### src/rtl/tcosp_pkg.sv
// Package of register offsets, field positions and codes for the one-shot pulse timer pair.
package tcosp_pkg;
	localparam logic [7:0] TCOSP_OFF_CTRL = 8'h00;
	localparam logic [7:0] TCOSP_OFF_MODE_LEAD = 8'h04;
	localparam logic [7:0] TCOSP_OFF_MODE_FOLLOW = 8'h08;
	localparam logic [7:0] TCOSP_OFF_DELAY_RELOAD = 8'h0C;
	localparam logic [7:0] TCOSP_OFF_WIDTH_RELOAD = 8'h10;
	localparam logic [7:0] TCOSP_OFF_OUT_VALUE = 8'h14;
	localparam logic [7:0] TCOSP_OFF_OUT_ENABLE = 8'h18;
	localparam logic [7:0] TCOSP_OFF_OUT_POLARITY = 8'h1C;
	localparam logic [7:0] TCOSP_OFF_OUT_ROLE = 8'h20;
	localparam logic [7:0] TCOSP_OFF_START = 8'h24;
	localparam logic [7:0] TCOSP_OFF_STOP = 8'h28;
	localparam logic [7:0] TCOSP_OFF_STATUS = 8'h2C;
	localparam logic [7:0] TCOSP_OFF_DELAY_COUNT = 8'h30;
	localparam logic [7:0] TCOSP_OFF_WIDTH_COUNT = 8'h34;
	localparam logic [7:0] TCOSP_OFF_PRESCALE = 8'h38;
	// Mode register field positions.
	localparam int TCOSP_MD_LO = 0;
	localparam int TCOSP_MD_HI = 3;
	localparam int TCOSP_TER_BIT = 4;
	localparam int TCOSP_CIS_LO = 6;
	localparam int TCOSP_CIS_HI = 7;
	localparam int TCOSP_STS_LO = 8;
	localparam int TCOSP_STS_HI = 10;
	localparam int TCOSP_CKS_LO = 14;
	localparam int TCOSP_CKS_HI = 15;
	// Bit positions of the two channels in output, start, stop and status registers.
	localparam int TCOSP_LEAD_BIT = 0;
	localparam int TCOSP_FOLLOW_BIT = 1;
	localparam int TCOSP_UNIT_EN_BIT = 0;
	localparam logic [3:0] TCOSP_MD_ONE_COUNT = 4'h8;
	localparam logic [2:0] TCOSP_STS_PIN = 3'h1;
	localparam logic [2:0] TCOSP_STS_LEAD_IRQ = 3'h4;
	localparam logic [1:0] TCOSP_EDGE_FALL = 2'h0;
	localparam logic [1:0] TCOSP_EDGE_RISE = 2'h1;
	localparam logic [1:0] TCOSP_EDGE_BOTH = 2'h2;
	localparam logic [1:0] TCOSP_CKS_A = 2'h0;
	localparam logic [1:0] TCOSP_CKS_B = 2'h2;
	localparam logic [15:0] TCOSP_ZERO16 = 16'h0000;
	localparam logic [15:0] TCOSP_ONE16 = 16'h0001;
	localparam logic [15:0] TCOSP_PRESCALE_RST = 16'h0000;
	typedef enum logic [1:0] {TCOSP_IDLE, TCOSP_WAIT, TCOSP_COUNT} tcosp_state_e;
endpackage

### src/rtl/tcosp_prescaler.sv
// Prescaler that turns the system clock into single-cycle count enables.
`timescale 1ns/1ps
module tcosp_prescaler #(
	parameter int WIDTH = 16
) (
	input wire logic pclk,
	input wire logic presetn,
	input wire logic run,
	input wire logic [WIDTH-1:0] div_a,
	input wire logic [WIDTH-1:0] div_b,
	output logic tick_a,
	output logic tick_b
);
	typedef struct packed {
		logic [WIDTH-1:0] cnt_a;
		logic [WIDTH-1:0] cnt_b;
		logic tick_a;
		logic tick_b;
	} tcosp_pre_s;
	tcosp_pre_s st_reg;
	tcosp_pre_s st_next;
	// A divider value of N yields one enable pulse every N+1 system clocks.
	always_comb
	begin
		st_next = st_reg;
		st_next.tick_a = 1'b0;
		st_next.tick_b = 1'b0;
		if (!run)
		begin
			st_next.cnt_a = '0;
			st_next.cnt_b = '0;
		end
		else
		begin
			if (st_reg.cnt_a >= div_a)
			begin
				st_next.cnt_a = '0;
				st_next.tick_a = 1'b1;
			end
			else
				st_next.cnt_a = st_reg.cnt_a + 1'b1;
			if (st_reg.cnt_b >= div_b)
			begin
				st_next.cnt_b = '0;
				st_next.tick_b = 1'b1;
			end
			else
				st_next.cnt_b = st_reg.cnt_b + 1'b1;
		end
	end
	always_ff @(posedge pclk or negedge presetn)
	begin
		if (!presetn)
			st_reg <= '0;
		else
			st_reg <= st_next;
	end
	assign tick_a = st_reg.tick_a;
	assign tick_b = st_reg.tick_b;

	property p_ticks_stop;
		@(posedge pclk) disable iff (!presetn)
		!run |=> (!tick_a && !tick_b);
	endproperty
	a_ticks_stop: assert property (p_ticks_stop) else $error("count enable while unit stopped");
	property p_tick_single;
		@(posedge pclk) disable iff (!presetn)
		(tick_b && div_b != '0) |=> !tick_b;
	endproperty
	a_tick_single: assert property (p_tick_single) else $error("count enable longer than one cycle");
endmodule

### src/rtl/tcosp_top.sv
// One-shot delayed pulse generator built from a lead and a follower down-counter, with an APB register file.
// Contract
// - Delay equals lead reload plus two counts.
// - Pulse width equals follower reload counts.
// - Lead one-count mode; trigger loads reload value.
// - Lead decrements per count; zero raises irq, holds.
// - Follower loads on lead irq, counts, irqs.
// - Output active one count after lead irq.
// - Software lead start bit also triggers; here only while the lead is already running.
// - Edge select: fall, rise, both; 11 prohibited.
// - Trigger source code 001 selects pin edge.
// - Follower source 100 selects lead irq.
// - Triggers ignored while a channel counts; a lead soft start restarts the lead, a lead irq pends until follower ends.
// - Polarity bit: 0 high, 1 low active.
// - Follower output role bit selects pulse output.
// - Output enable lets counting drive output.
// - Both starts set running, wait, self-clear.
// - Both stops clear running, hold values.
// - Output disabled drives stored output bit.
// - Unit disable resets all, clears output.
//
// The address map and the APB register port were chosen for this implementation.
`timescale 1ns/1ps
module tcosp_top #(
	parameter int CNT_W = 16
) (
	input wire logic pclk,
	input wire logic presetn,
	input wire logic psel,
	input wire logic penable,
	input wire logic pwrite,
	input wire logic [7:0] paddr,
	input wire logic [31:0] pwdata,
	output logic [31:0] prdata,
	output logic pready,
	output logic pslverr,
	input wire logic trigger_in,
	output logic pulse_out,
	output logic pulse_out_oe,
	output logic delay_done_irq,
	output logic width_done_irq
);
	import tcosp_pkg::*;
	typedef struct packed {
		logic unit_en;
		logic [15:0] mode_lead;
		logic [15:0] mode_follow;
		logic [CNT_W-1:0] delay_reload_value;
		logic [CNT_W-1:0] width_reload_value;
		logic [1:0] out_value;
		logic [1:0] out_enable;
		logic [1:0] out_polarity;
		logic [1:0] out_role;
		logic [15:0] div_a;
		logic [15:0] div_b;
		logic lead_running_flag;
		logic follow_running_flag;
		tcosp_state_e lead_state;
		tcosp_state_e follow_state;
		logic [CNT_W-1:0] delay_down_counter;
		logic [CNT_W-1:0] width_down_counter;
		logic soft_start;
		logic lead_irq_pend;
		logic pin_s1;
		logic pin_s2;
		logic pin_prev;
		logic [31:0] prdata;
		logic pready;
		logic pslverr;
		logic pulse_out;
		logic pulse_out_oe;
		logic delay_done_irq;
		logic width_done_irq;
	} tcosp_top_s;

	tcosp_top_s st_reg;
	tcosp_top_s st_next;
	logic tick_a;
	logic tick_b;

	tcosp_prescaler #(.WIDTH(16)) u_prescaler (
		.pclk(pclk),
		.presetn(presetn),
		.run(st_reg.unit_en),
		.div_a(st_reg.div_a),
		.div_b(st_reg.div_b),
		.tick_a(tick_a),
		.tick_b(tick_b)
	);

	function automatic logic count_tick(input logic [15:0] mode, input logic ta, input logic tb);
		count_tick = (mode[TCOSP_CKS_HI:TCOSP_CKS_LO] == TCOSP_CKS_B) ? tb : ta;
	endfunction

	function automatic logic edge_hit(input logic [1:0] sel, input logic prev, input logic cur);
		case (sel)
			TCOSP_EDGE_FALL: edge_hit = prev & ~cur;
			TCOSP_EDGE_RISE: edge_hit = ~prev & cur;
			TCOSP_EDGE_BOTH: edge_hit = prev ^ cur;
			default: edge_hit = 1'b0;
		endcase
	endfunction

	function automatic logic [31:0] zext16(input logic [15:0] v);
		zext16 = {16'h0000, v};
	endfunction

	logic apb_wr;
	logic apb_rd;
	logic lead_tick;
	logic follow_tick;
	logic lead_trig;
	logic follow_trig;
	logic pin_edge;
	logic lead_one_count;
	logic follow_one_count;
	logic [CNT_W-1:0] wr_cnt;

	assign apb_wr = psel & penable & pwrite & ~st_reg.pready;
	assign apb_rd = psel & penable & ~pwrite & ~st_reg.pready;
	assign wr_cnt = pwdata[CNT_W-1:0];

	always_comb
	begin
		st_next = st_reg;
		st_next.pready = 1'b0;
		st_next.pslverr = 1'b0;
		st_next.delay_done_irq = 1'b0;
		st_next.width_done_irq = 1'b0;
		st_next.soft_start = 1'b0;
		st_next.pin_s1 = trigger_in;
		st_next.pin_s2 = st_reg.pin_s1;
		st_next.pin_prev = st_reg.pin_s2;
		lead_tick = count_tick(st_reg.mode_lead, tick_a, tick_b);
		follow_tick = count_tick(st_reg.mode_follow, tick_a, tick_b);
		lead_one_count = st_reg.mode_lead[TCOSP_MD_HI:TCOSP_MD_LO] == TCOSP_MD_ONE_COUNT;
		follow_one_count = st_reg.mode_follow[TCOSP_MD_HI:TCOSP_MD_LO] == TCOSP_MD_ONE_COUNT;
		pin_edge = edge_hit(st_reg.mode_lead[TCOSP_CIS_HI:TCOSP_CIS_LO], st_reg.pin_prev, st_reg.pin_s2);
		lead_trig = st_reg.soft_start
			| (pin_edge && st_reg.mode_lead[TCOSP_STS_HI:TCOSP_STS_LO] == TCOSP_STS_PIN);
		follow_trig = st_reg.lead_irq_pend
			&& st_reg.mode_follow[TCOSP_STS_HI:TCOSP_STS_LO] == TCOSP_STS_LEAD_IRQ;

		// Lead channel: a trigger loads the reload value at once, reload plus one enables reach the
		// zero interrupt and the follower start adds one more, so the pulse starts reload plus two counts later.
		if (st_reg.lead_running_flag && lead_one_count)
		begin
			case (st_reg.lead_state)
				TCOSP_WAIT:
				begin
					if (lead_trig)
					begin
						st_next.lead_state = TCOSP_COUNT;
						st_next.delay_down_counter = st_reg.delay_reload_value;
					end
				end
				TCOSP_COUNT:
				begin
					// A new trigger while counting is dropped unless restart is allowed.
					if (lead_trig && st_reg.mode_lead[TCOSP_TER_BIT])
						st_next.delay_down_counter = st_reg.delay_reload_value;
					else if (lead_tick)
					begin
						if (st_reg.delay_down_counter == TCOSP_ZERO16[CNT_W-1:0])
						begin
							st_next.delay_done_irq = 1'b1;
							st_next.lead_irq_pend = 1'b1;
							st_next.lead_state = TCOSP_WAIT;
						end
						else
							st_next.delay_down_counter = st_reg.delay_down_counter - 1'b1;
					end
				end
				default: st_next.lead_state = TCOSP_WAIT;
			endcase
		end

		// Follower: the lead interrupt is consumed at the next follower count enable that finds the follower
		// not counting (or restart allowed), so the output goes active one count after it.
		if (st_reg.follow_running_flag && follow_one_count && follow_tick)
		begin
			if (follow_trig && (st_reg.follow_state != TCOSP_COUNT
				|| st_reg.mode_follow[TCOSP_TER_BIT]))
			begin
				st_next.lead_irq_pend = st_next.delay_done_irq;
				st_next.follow_state = TCOSP_COUNT;
				st_next.width_down_counter = st_reg.width_reload_value;
				if (st_reg.out_role[TCOSP_FOLLOW_BIT] && st_reg.out_enable[TCOSP_FOLLOW_BIT])
					st_next.out_value[TCOSP_FOLLOW_BIT] = ~st_reg.out_polarity[TCOSP_FOLLOW_BIT];
				if (st_reg.width_reload_value == TCOSP_ZERO16[CNT_W-1:0])
				begin
					st_next.follow_state = TCOSP_WAIT;
					st_next.width_down_counter = TCOSP_ZERO16[CNT_W-1:0];
					st_next.width_done_irq = 1'b1;
					if (st_reg.out_role[TCOSP_FOLLOW_BIT] && st_reg.out_enable[TCOSP_FOLLOW_BIT])
						st_next.out_value[TCOSP_FOLLOW_BIT] = st_reg.out_polarity[TCOSP_FOLLOW_BIT];
				end
			end
			else if (st_reg.follow_state == TCOSP_COUNT)
			begin
				if (st_reg.width_down_counter == TCOSP_ONE16[CNT_W-1:0]
					|| st_reg.width_down_counter == TCOSP_ZERO16[CNT_W-1:0])
				begin
					st_next.width_down_counter = TCOSP_ZERO16[CNT_W-1:0];
					st_next.follow_state = TCOSP_WAIT;
					st_next.width_done_irq = 1'b1;
					if (st_reg.out_role[TCOSP_FOLLOW_BIT] && st_reg.out_enable[TCOSP_FOLLOW_BIT])
						st_next.out_value[TCOSP_FOLLOW_BIT] = st_reg.out_polarity[TCOSP_FOLLOW_BIT];
				end
				else
					st_next.width_down_counter = st_reg.width_down_counter - 1'b1;
			end
		end

		// Register writes follow hardware updates, so software output writes win.
		if (apb_wr)
		begin
			case (paddr)
				TCOSP_OFF_CTRL: st_next.unit_en = pwdata[TCOSP_UNIT_EN_BIT];
				TCOSP_OFF_MODE_LEAD: st_next.mode_lead = pwdata[15:0];
				TCOSP_OFF_MODE_FOLLOW: st_next.mode_follow = pwdata[15:0];
				TCOSP_OFF_DELAY_RELOAD: st_next.delay_reload_value = wr_cnt;
				TCOSP_OFF_WIDTH_RELOAD: st_next.width_reload_value = wr_cnt;
				TCOSP_OFF_OUT_VALUE: st_next.out_value = pwdata[1:0];
				TCOSP_OFF_OUT_ENABLE: st_next.out_enable = pwdata[1:0];
				TCOSP_OFF_OUT_POLARITY: st_next.out_polarity = pwdata[1:0];
				TCOSP_OFF_OUT_ROLE: st_next.out_role = pwdata[1:0];
				TCOSP_OFF_PRESCALE: {st_next.div_b, st_next.div_a} = pwdata;
				TCOSP_OFF_START:
				begin
					// Start bits are not stored, so they read back as zero.
					if (pwdata[TCOSP_LEAD_BIT])
					begin
						st_next.lead_running_flag = 1'b1;
						st_next.lead_state = TCOSP_WAIT;
					end
					if (pwdata[TCOSP_FOLLOW_BIT])
					begin
						st_next.follow_running_flag = 1'b1;
						st_next.follow_state = TCOSP_WAIT;
						st_next.lead_irq_pend = 1'b0;
					end
				end
				TCOSP_OFF_STOP:
				begin
					if (pwdata[TCOSP_LEAD_BIT])
					begin
						st_next.lead_running_flag = 1'b0;
						st_next.lead_state = TCOSP_IDLE;
						st_next.delay_down_counter = st_reg.delay_down_counter;
					end
					if (pwdata[TCOSP_FOLLOW_BIT])
					begin
						st_next.follow_running_flag = 1'b0;
						st_next.follow_state = TCOSP_IDLE;
						st_next.width_down_counter = st_reg.width_down_counter;
						st_next.out_value = st_reg.out_value;
					end
				end
				TCOSP_OFF_STATUS, TCOSP_OFF_DELAY_COUNT, TCOSP_OFF_WIDTH_COUNT: ;
				default: st_next.pslverr = 1'b1;
			endcase
			// A software start on the lead channel acts as its trigger only if the lead is already running.
			if (paddr == TCOSP_OFF_START && pwdata[TCOSP_LEAD_BIT] && st_reg.lead_running_flag)
				st_next.soft_start = 1'b1;
			st_next.pready = 1'b1;
		end

		if (apb_rd)
		begin
			st_next.pready = 1'b1;
			case (paddr)
				TCOSP_OFF_CTRL: st_next.prdata = {31'h00000000, st_reg.unit_en};
				TCOSP_OFF_MODE_LEAD: st_next.prdata = zext16(st_reg.mode_lead);
				TCOSP_OFF_MODE_FOLLOW: st_next.prdata = zext16(st_reg.mode_follow);
				TCOSP_OFF_DELAY_RELOAD: st_next.prdata = zext16(16'(st_reg.delay_reload_value));
				TCOSP_OFF_WIDTH_RELOAD: st_next.prdata = zext16(16'(st_reg.width_reload_value));
				TCOSP_OFF_OUT_VALUE: st_next.prdata = {30'h00000000, st_reg.out_value};
				TCOSP_OFF_OUT_ENABLE: st_next.prdata = {30'h00000000, st_reg.out_enable};
				TCOSP_OFF_OUT_POLARITY: st_next.prdata = {30'h00000000, st_reg.out_polarity};
				TCOSP_OFF_OUT_ROLE: st_next.prdata = {30'h00000000, st_reg.out_role};
				TCOSP_OFF_PRESCALE: st_next.prdata = {st_reg.div_b, st_reg.div_a};
				TCOSP_OFF_STATUS: st_next.prdata = {30'h00000000, st_reg.follow_running_flag,
					st_reg.lead_running_flag};
				TCOSP_OFF_DELAY_COUNT: st_next.prdata = zext16(16'(st_reg.delay_down_counter));
				TCOSP_OFF_WIDTH_COUNT: st_next.prdata = zext16(16'(st_reg.width_down_counter));
				TCOSP_OFF_START, TCOSP_OFF_STOP: st_next.prdata = 32'h00000000;
				default:
				begin
					st_next.prdata = 32'h00000000;
					st_next.pslverr = 1'b1;
				end
			endcase
		end

		// Unit disable: everything but the enable, the pin synchroniser stages and the bus answer returns to reset.
		if (!st_next.unit_en)
		begin
			st_next.mode_lead = '0;
			st_next.mode_follow = '0;
			st_next.delay_reload_value = '0;
			st_next.width_reload_value = '0;
			st_next.out_value = '0;
			st_next.out_enable = '0;
			st_next.out_polarity = '0;
			st_next.out_role = '0;
			st_next.div_a = TCOSP_PRESCALE_RST;
			st_next.div_b = TCOSP_PRESCALE_RST;
			st_next.lead_running_flag = 1'b0;
			st_next.follow_running_flag = 1'b0;
			st_next.lead_state = TCOSP_IDLE;
			st_next.follow_state = TCOSP_IDLE;
			st_next.delay_down_counter = '0;
			st_next.width_down_counter = '0;
			st_next.lead_irq_pend = 1'b0;
			st_next.soft_start = 1'b0;
			st_next.delay_done_irq = 1'b0;
			st_next.width_done_irq = 1'b0;
		end

		// The pin level always shows the stored output bit; counting updates that bit only while enabled.
		st_next.pulse_out = st_next.out_value[TCOSP_FOLLOW_BIT];
		st_next.pulse_out_oe = st_next.unit_en && st_next.out_role[TCOSP_FOLLOW_BIT];
	end

	always_ff @(posedge pclk or negedge presetn)
	begin
		if (!presetn)
			st_reg <= '0;
		else
			st_reg <= st_next;
	end

	assign prdata = st_reg.prdata;
	assign pready = st_reg.pready;
	assign pslverr = st_reg.pslverr;
	assign pulse_out = st_reg.pulse_out;
	assign pulse_out_oe = st_reg.pulse_out_oe;
	assign delay_done_irq = st_reg.delay_done_irq;
	assign width_done_irq = st_reg.width_done_irq;

	property p_stop_holds;
		@(posedge pclk) disable iff (!presetn)
		(apb_wr && paddr == TCOSP_OFF_STOP && pwdata[TCOSP_LEAD_BIT] && st_reg.unit_en)
			|=> (!st_reg.lead_running_flag && $stable(st_reg.delay_down_counter));
	endproperty
	a_stop_holds: assert property (p_stop_holds) else $error("stop did not hold lead counter");
	property p_start_flags;
		@(posedge pclk) disable iff (!presetn)
		(apb_wr && paddr == TCOSP_OFF_START && pwdata[1:0] == 2'h3 && st_reg.unit_en)
			|=> (st_reg.lead_running_flag && st_reg.follow_running_flag);
	endproperty
	a_start_flags: assert property (p_start_flags) else $error("start did not set running flags");
	property p_width_irq_zero;
		@(posedge pclk) disable iff (!presetn)
		(width_done_irq && !$past(apb_wr && paddr == TCOSP_OFF_STOP)) |-> st_reg.width_down_counter == '0;
	endproperty
	a_width_irq_zero: assert property (p_width_irq_zero) else $error("width irq with counter not at zero");
	property p_unit_off;
		@(posedge pclk) disable iff (!presetn)
		!st_reg.unit_en |-> (!pulse_out && !pulse_out_oe && !st_reg.lead_running_flag);
	endproperty
	a_unit_off: assert property (p_unit_off) else $error("unit disabled but state not cleared");
endmodule

### config.mk
export PLATFORM = sky130hd
export DESIGN_NAME = tcosp_top
export DESIGN_NICKNAME = d
export VERILOG_FILES = /design/src/rtl/tcosp_pkg.sv /design/src/rtl/tcosp_prescaler.sv /design/src/rtl/tcosp_top.sv
export SDC_FILE = /design/constraint.sdc
export NUM_CORES = 1
export LEC_CHECK = 0
export BUFFER_PORTS_ARGS = -buffer_cell sky130_fd_sc_hd__clkbuf_2
export CORE_MARGIN = 2
export CORE_UTILIZATION = 61
export CTS_BUF_LIST = sky130_fd_sc_hd__clkbuf_16
export CTS_CLUSTER_DIAMETER = 50
export DETAILED_ROUTE_END_ITERATION = 8
export PLACE_DENSITY_LB_ADDON = 0.05
export SYNTH_ARGS = -nofsm -noshare
export SYNTH_HDL_FRONTEND = slang
export SYNTH_HIERARCHICAL = 1
export SYNTH_SLANG_ARGS = --single-unit
### constraint.sdc
create_clock -name pclk -period 2.8 [get_ports pclk]
set_input_delay 0.42 -clock pclk [delete_from_list [all_inputs] [get_ports pclk]]
set_output_delay 0.42 -clock pclk [all_outputs]
set_load 0.02 [all_outputs]
==> flow_summary.json, run 1 <==
{
  "status": "complete, no violations",
  "fin_util": 0.698,
  "fill_cells": 1506,
  "worstSkewPairLatency_ns": 0.54,
  "path_cells": "inv_1, ha_1, o21ai_0, a41oi_2, a211oi_4, nand2_1, nor2_1, a32o_1",
  "die_h_um": 145,
  "irDropWorstVdd_mv": 0.504,
  "layout.cells.non_filler": 1588,
  "critical_path_cell_count": 8,
  "dieArea_sq_um": 21000,
  "clkTransAtPathRegs_ns": 0.06,
  "clock-sinks": 218,
  "p_leak_nw": 6.03,
  "ios": 84,
  "grt_pass1_vias": 9770,
  "synthMuxAreaShare": 0.0242,
  "antenna_found_initial": 1,
  "placementRows": 51,
  "port_buffers": 83,
  "cts_tree": "done",
  "crit_buf_inv": 1,
  "numCtsBuffers": 27,
  "hpwl_um": 26900,
  "drive_above_1_share": 0.175,
  "worstPathArrival_ns": 3.09,
  "initial_utilization": 0.622,
  "num_antenna_cells": 0,
  "yosysWarnings": 6,
  "wl_per_cell_um": 23.2,
  "cts_setup_buffers": 0,
  "critPathSlowestCell": "a211oi_4",
  "async_flop_share": 1.00,
  "design_area_sq_um": 13600,
  "p_total_mw": 6.93,
  "rsz0062_at_grt": "no",
  "r2r_slack_ns": 0.17,
  "max_freq_mhz": 380,
  "synth-seq-cells": 218,
  "syn_avg_cell_area_sq_um": 9.81,
  "netlist_top_cells_area": "dfrtp_1 45%, a22o_1 6.4%, ha_1 4.3%",
  "yosys.area_share.simple": 0.168,
  "synth_top_area_cell": "dfrtp_1",
  "areaGrowthSynthToFinish_pct": 12.3,
  "postRouteAntennaNets": 0,
  "largest_reg_flops": 146,
  "maxSlewHeadroom": 0.456,
  "grtUsageTotal": 0.354,
  "max_stage_delay_ns": 0.57,
  "num_vias": 10461,
  "root_buffer": "clkbuf_16",
  "period_needed_ns": 2.63,
  "cts_hold_buf": 2,
  "h-tree-depth": 1,
  "synth_top_area_share": 0.451,
  "end_kind": "flop",
  "syn_inst": 1233,
  "reg2reg_depth": 8,
  "fin_setup_tns_ns": 0,
  "hold_class": "in2reg",
  "crit_family": "compound AO/OA/AOI/OAI gates",
  "skew_ns": 0.0205,
  "crit_path_start": "st_reg[38]",
  "cts_resized": 0,
  "rr_endpoint": "st_reg[65]",
  "crit_fanout": 9,
  "synth-compound-area-share": 0.219,
  "post-route-period-util": 0.939,
  "critPathKind": "reg2reg",
  "synth-edff-count": 0,
  "yosysSeqAreaShare": 0.451,
  "cp-start-kind": "flop",
  "tightest_slew_ns": 0.816,
  "synthesis.nets": 1321,
  "synth_top_family_by_area": "compound AO/OA/AOI/OAI gates",
  "synth_area_sq_um": 12100,
  "drt_iter0_drc": 1164,
  "fp.coreArea_sq_um": 19500,
  "synth_flop_cell": "dfrtp_1",
  "drtPass1Iterations": 8,
  "synth_xor_area_frac": 0.0232,
  "crit_end": "st_reg[65]",
  "gp_congestion": 0.965,
  "vias_per_cell": 6.59,
  "final_cell_mix": "218 x dfrtp_1, 128 x nand2_1, 97 x nor2_1, 89 x a22o_1, 82 x clkbuf_2",
  "grt_first_pass_wirelength_um": 56300,
  "p_per_area_nw_per_um2": 510,
  "rr_startpoint": "st_reg[38]",
  "cap_violations": 0,
  "drcViolationCount": 0,
  "final_common_cell": "dfrtp_1",
  "setup_viol": 0,
  "die_w_um": 145,
  "ys_types": 88,
  "placed_cell_area_sq_um": 12700,
  "fin_nets": 1391,
  "clockBufferDepth": 3,
  "overflow": 0,
  "synth_adder_area_share": 0.0434,
  "hold_viol_final": 0,
  "drv_slew": 0,
  "routed_wl_um": 36800,
  "required_ns": 3.26,
  "grt_max_degree": 69,
  "place_inst": 1537
}
## how the worst min path moves through the flow
stage                      startpoint             end  slack (ns)  cells after the start
after floorplan               presetn  delay_done_irq        0.12                      0
after global placement    st_next[39]     st_next[38]        0.34                      0
after detailed placement  st_next[39]     st_next[38]        0.35                      0
after CTS                  pwdata[22]      st_reg[87]        0.09                      3
after global routing       pwdata[18]      st_reg[83]         0.1                      3
final                      pwdata[17]      st_reg[82]         0.1                      3
## metal layers
layer | vias to the layer above | share of wire | track usage | routed length (um)
met5 | - | 0 | 0 | 0
met4 | 0 | 0.029 | 0.105 | 1060
met3 | 92 | 0.12 | 0.105 | 4230
met2 | 643 | 0.43 | 0.517 | 16000
met1 | 5080 | 0.42 | 0.510 | 15500
li1 | 4646 | - | - | -
## power breakdown
part,internal (mW),switching (mW)
logic,0.0852,0.221
registers,3.16,0.0108
clock network,2.05,1.40
## through the flow
step	hold WS (ns)	worst slack, ns
2_1_floorplan	0.124	0.604
3_3_place_gp	0.343	0.263
3_5_place_dp	0.347	0.221
4_1_cts	0.0851	0.195
5_1_grt	0.0974	0.0388
6_report	0.0991	0.170
## layout make-up
cell class | count | area [sq um] | area share
clock inverter | 22 | 204 | 0.0150
clock buffer | 27 | 676 | 0.0497
tap | 265 | 332 | 0.0244
timing repair buffer | 141 | 903 | 0.0665
multi-input combinational | 857 | 5800 | 0.427
inverter | 58 | 218 | 0.0160
sequential | 218 | 5460 | 0.401
## tightest hold or removal path: cells and delay by family
| family | cells | cell delay, ns |
|---|---|---|
| AO/OA/AOI/OAI | 1 | 0.05 |
| buffers and inverters | 1 | 0.08 |
| AND/OR/NAND/NOR | 1 | 0.04 |
## synth_stat cells (6+ instances only)
library cell	number
dfrtp_1	218
nand2_1	128
nor2_1	97
a22o_1	89
inv_1	57
o21ai_0	51
a21oi_1	50
ha_1	42
buf_4	38
o21ai_1	33
nand3_1	31
a22oi_1	28
buf_2	27
clkbuf_1	22
nor3_1	21
mux2i_1	18
xor2_1	17
nand4_1	16
xnor2_1	15
buf_6	12
nor4_1	11
o2bb2ai_1	11
a32o_1	10
nand2b_1	10
o22ai_1	10
and2_1	9
a21o_1	8
a222oi_1	8
nor2b_1	7
o21a_1	7
and3_1	6
o211ai_1	6
## logic make-up after synthesis
logic type / Yosys count
and+or+nand+nor: 393
AOI/OAI and AO/OA: 364
DFF: 218
buffers and inverters: 158
adders and majority gates: 42
xor gates and xnor gates: 32
muxes: 26
Power figures use the tool's default switching activity.
==> inputs of run 2 (changes only) <==
CORE_MARGIN = 1   (was 2)
CORE_UTILIZATION = 25   (was 61)
==> flow_summary.json, run 2 (synthesized netlist as in run 1, its figures left out) <==
{
  "grt_max_degree": 63,
  "cp-start-kind": "flop",
  "p_clk_frac": 0.590,
  "p_leak_nw": 6.40,
  "post-route-period-util": 0.954,
  "die_w_um": 222,
  "drtPass1Iterations": 5,
  "final_cell_mix": "218 x dfrtp_1, 128 x nand2_1, 95 x nor2_1, 89 x a22o_1, 82 x clkbuf_2",
  "clkTransAtPathRegs_ns": 0.05,
  "fin_util": 0.310,
  "irDropWorstVdd_mv": 0.336,
  "final_common_cell": "dfrtp_1",
  "grt_pass1_vias": 10337,
  "design_area_sq_um": 14800,
  "intPower_mw": 6.41,
  "crit_fanout": 10,
  "critPathKind": "reg2reg",
  "hold_viol_final": 0,
  "period_needed_ns": 2.67,
  "skew_ns": 0.0233,
  "hold_class": "in2reg",
  "maxSlewHeadroom": 0.378,
  "setup_viol": 0,
  "required_ns": 3.27,
  "place_inst": 1910,
  "rsz0062_at_grt": "yes",
  "drt_iter0_drc": 744,
  "cts_tree": "done",
  "postRouteAntennaNets": 0,
  "cap_violations": 0,
  "grt_first_pass_wirelength_um": 70900,
  "dieArea_sq_um": 49300,
  "h-tree-depth": 2,
  "gp_congestion": 0.826,
  "die_h_um": 222,
  "num_vias": 10117,
  "numCtsBuffers": 41,
  "p_seq_frac": 0.371,
  "switching_share": 0.252,
  "p_comb_frac": 0.039,
  "max_freq_mhz": 374,
  "wl_per_cell_um": 23.5,
  "drive_above_1_share": 0.207,
  "antenna_found_initial": 0,
  "drv_slew": 0,
  "grtUsageTotal": 0.194,
  "tightest_slew_ns": 0.933,
  "placed_cell_area_sq_um": 13400,
  "largest_reg_flops": 146,
  "clock-sinks": 218,
  "worstPathArrival_ns": 3.14,
  "p_per_area_nw_per_um2": 579,
  "initial_utilization": 0.253,
  "layout.cells.non_filler": 1987,
  "placementRows": 80,
  "ios": 84,
  "status": "complete, no violations",
  "num_antenna_cells": 0,
  "root_buffer": "clkbuf_16",
  "fin_nets": 1428,
  "routed_wl_um": 46700,
  "hpwl_um": 35200,
  "drcViolationCount": 0,
  "port_buffers": 83,
  "end_kind": "flop",
  "fp.coreArea_sq_um": 47700,
  "clockBufferDepth": 3,
  "areaGrowthSynthToFinish_pct": 22.3,
  "p_total_mw": 8.57,
  "vias_per_cell": 5.09,
  "worstSkewPairLatency_ns": 0.56,
  "overflow": 0,
  "p_switching_mw": 2.16
}
## run 2: per-stage QoR
step,hold slack [ns],setup TNS [ns],worst slack [ns]
after global routing,0.0761,-0.00427,-0.00427
after floorplan,0.124,0,0.604
after CTS,0.0471,0,0.107
after global placement,0.393,0,0.0114
final,0.0780,0,0.129
after detailed placement,0.406,-0.00307,-0.00307
## run 2: what timing repair did
| item | in CTS | in global routing |
|---|---|---|
| buffers inserted | 0 | 0 |
| endpoints found under the hold margin | 56 | 0 |
| hold buffers | 2 | 0 |
| resized for setup | 0 | 5 |
| endpoints found under the setup margin | 0 | 12 |
## run 2: worst max-delay path, stage by stage, from the launching register on
cell	delay, ns
dfrtp_1	0.37
inv_1	0.05
ha_1	0.16
or3_1	0.32
a41oi_2	0.47
o21a_1	0.50
nand4_1	0.34
nor2b_1	0.23
a21oi_1	0.13
## run 2: path summary, 6_finish.rpt
kind,from,to,slack [ns],cells past startpoint
worst max-delay path,st_next[38],st_reg[77],0.13,8
max in group asynchronous,presetn,st_reg[120],1.63,3
worst max register to register,st_next[38],st_reg[77],0.13,8
worst min register to register,st_next[38],st_reg[38],0.42,0
worst min-delay path,pwdata[18],st_reg[83],0.08,3
min in group asynchronous,presetn,u_prescaler/tick_a,0.40,2
## run 2: power groups by stage
stage	Sequential, mW	Clock, mW	Combinational (mW)
final	3.18	5.06	0.335
after global routing	3.18	5.34	0.371
after CTS	3.18	5.21	0.347
after detailed placement	3.23	0	0.344
after global placement	3.23	0	0.346
after floorplan	3.23	0	0.126
## run 2: area by class of cell
type                       count  area, sq um
fill                        4998        32900
clock inverter                33          334
tap                          615          769
clock buffer                  42         1050
sequential                   218         5460
inverter                      58          218
multi-input combinational    857         5840
timing repair buffer         164         1140
## run 2: layer usage
layer / wire length [um] / global-route usage / up-vias
li1: - / - / 4732
met2: 21100 / 0.301 / 284
met3: 2060 / 0.0282 / 68
met1: 22400 / 0.275 / 5033
met4: 1130 / 0.0638 / 0
met5: 0 / 0 / -
==> inputs of run 3 (changes only) <==
RECOVER_POWER = 25   (was not set)
==> flow_summary.json, run 3 (synthesized netlist as in run 1, its figures left out) <==
{
  "p_total_mw": 8.57,
  "rsz0062_at_grt": "yes",
  "postRouteAntennaNets": 0,
  "drt_iter0_drc": 744,
  "status": "finished with violations",
  "place_ws_ns": -0.00307,
  "wl_per_cell_um": 23.5,
  "hold_class": "in2reg",
  "final_cell_mix": "218 x dfrtp_1, 128 x nand2_1, 95 x nor2_1, 89 x a22o_1, 83 x clkbuf_2",
  "areaGrowthSynthToFinish_pct": 22.1,
  "met1_usage": 0.275,
  "required_ns": 3.27,
  "fill_cells": 5003,
  "cap_violations": 1,
  "clockBufferDepth": 3,
  "grt_first_pass_wirelength_um": 70900,
  "num_vias": 10090,
  "final_common_cell": "dfrtp_1",
  "p_leak_nw": 6.39,
  "drcViolationCount": 0,
  "vias_per_cell": 5.08,
  "max_freq_mhz": 374,
  "worstPathArrival_ns": 3.14,
  "grt.busiest_layer": "met2",
  "numCtsBuffers": 41,
  "drtPass1Iterations": 5,
  "irDropWorstVdd_mv": 0.336,
  "num_antenna_cells": 0,
  "hpwl_um": 35200,
  "die_h_um": 222,
  "p_seq_frac": 0.371,
  "use_met3": 0.0282,
  "worstSkewPairLatency_ns": 0.56,
  "p_per_area_nw_per_um2": 580,
  "hold_viol_final": 0,
  "violations": "max-capacitance violations, max-slew violations",
  "port_buffers": 83,
  "cp-start-kind": "flop",
  "met2_usage": 0.301,
  "overflow": 0,
  "drive_above_1_share": 0.206,
  "root_buffer": "clkbuf_16",
  "p_clk_frac": 0.590,
  "intPower_mw": 6.41,
  "drv_slew": 60,
  "ios": 84,
  "grt_pass1_vias": 10337,
  "tightest_slew_ns": 1.75,
  "post-route-period-util": 0.954,
  "p_switching_mw": 2.16,
  "cts_tree": "done",
  "initial_utilization": 0.253,
  "clock-sinks": 218,
  "critPathKind": "reg2reg",
  "crit_fanout": 10,
  "fin_nets": 1428,
  "end_kind": "flop",
  "maxSlewHeadroom": -0.169,
  "grt_max_degree": 63,
  "switching_share": 0.252,
  "placementRows": 80,
  "setup_slack_ns": 0.129,
  "period_needed_ns": 2.67,
  "routed_wl_um": 46700,
  "p_comb_frac": 0.039,
  "h-tree-depth": 2,
  "cts_setup_buffers": 0,
  "largest_reg_flops": 146,
  "skew_ns": 0.0225,
  "grtUsageTotal": 0.194,
  "dieArea_sq_um": 49300,
  "die_w_um": 222,
  "setup_viol": 0,
  "fp.coreArea_sq_um": 47700,
  "gp_congestion": 0.826,
  "antenna_found_initial": 0,
  "clkTransAtPathRegs_ns": 0.05
}
## run 3: changes by cell type in the layout (fill, tap and decap cells not counted)
| cell | change |
|---|---|
| buf_4 | -1 |
| clkbuf_2 | +1 |
| buf_12 | -1 |
| buf_6 | +1 |
| buf_8 | -1 |
| clkbuf_1 | +1 |
## run 3: layer usage
metal  vias to the layer above  routed length (um)
li1                       4732                   -
met1                      5013               22300
met2                       281               21100
met3                        64                2130
met4                         0                1130
met5                         -                   0
## run 3: repair_timing
action	4_1_cts	5_1_grt
endpoints found under the setup margin	0	12
hold buffers	2	0
resized for setup	0	5
endpoints found under the hold margin	56	0
## run 3: worst max-delay path, stage by stage, from the launching register on
cell and delay, ns:
dfrtp_1 0.37, inv_1 0.05, ha_1 0.16, or3_1 0.32, a41oi_2 0.47, o21a_1 0.50, nand4_1 0.34, nor2b_1 0.23
a21oi_1 0.13
## run 3: power groups by stage
stage               combinational [mW]  sequential, mW  clock, mW
global route                     0.368            3.18       5.34
detailed placement               0.344            3.23          0
global placement                 0.346            3.23          0
CTS                              0.347            3.18       5.21
floorplan                        0.126            3.23          0
finish                           0.331            3.18       5.06
## run 3: worst paths after layout
kind,start,slack [ns],endpoint,cells past startpoint
worst max register to register,st_next[38],0.13,st_reg[77],8
min in group asynchronous,presetn,0.86,u_prescaler/tick_a,2
worst max-delay path,st_next[38],0.13,st_reg[77],8
worst min-delay path,pwdata[18],0.08,st_reg[83],3
max in group asynchronous,presetn,0.63,st_reg[55],3
worst min register to register,st_next[38],0.42,st_reg[38],0
## run 3: cell type report
cell class	count	area (sq um)	share of cell area
Clock inverter	33	334	0.0226
Clock buffer	42	1050	0.0711
Tap cell	615	769	0.0521
Multi-Input combinational cell	857	5840	0.395
Sequential cell	218	5460	0.369
Inverter	58	218	0.0147
Timing Repair Buffer	164	1120	0.0755
## run 3: metrics by stage
stage	TNS [ns]	std cells	area, sq um	utilization	hold WS, ns
3_3_place_gp	0	1910	13400	0.280	0.393
4_1_cts	0	1987	14800	0.310	0.0471
6_report	0	1987	14800	0.310	0.0779
3_5_place_dp	-0.00307	1910	13400	0.280	0.406
2_1_floorplan	0	1233	12100	-	0.124
5_1_grt	-0.00427	1987	14800	0.310	0.0761
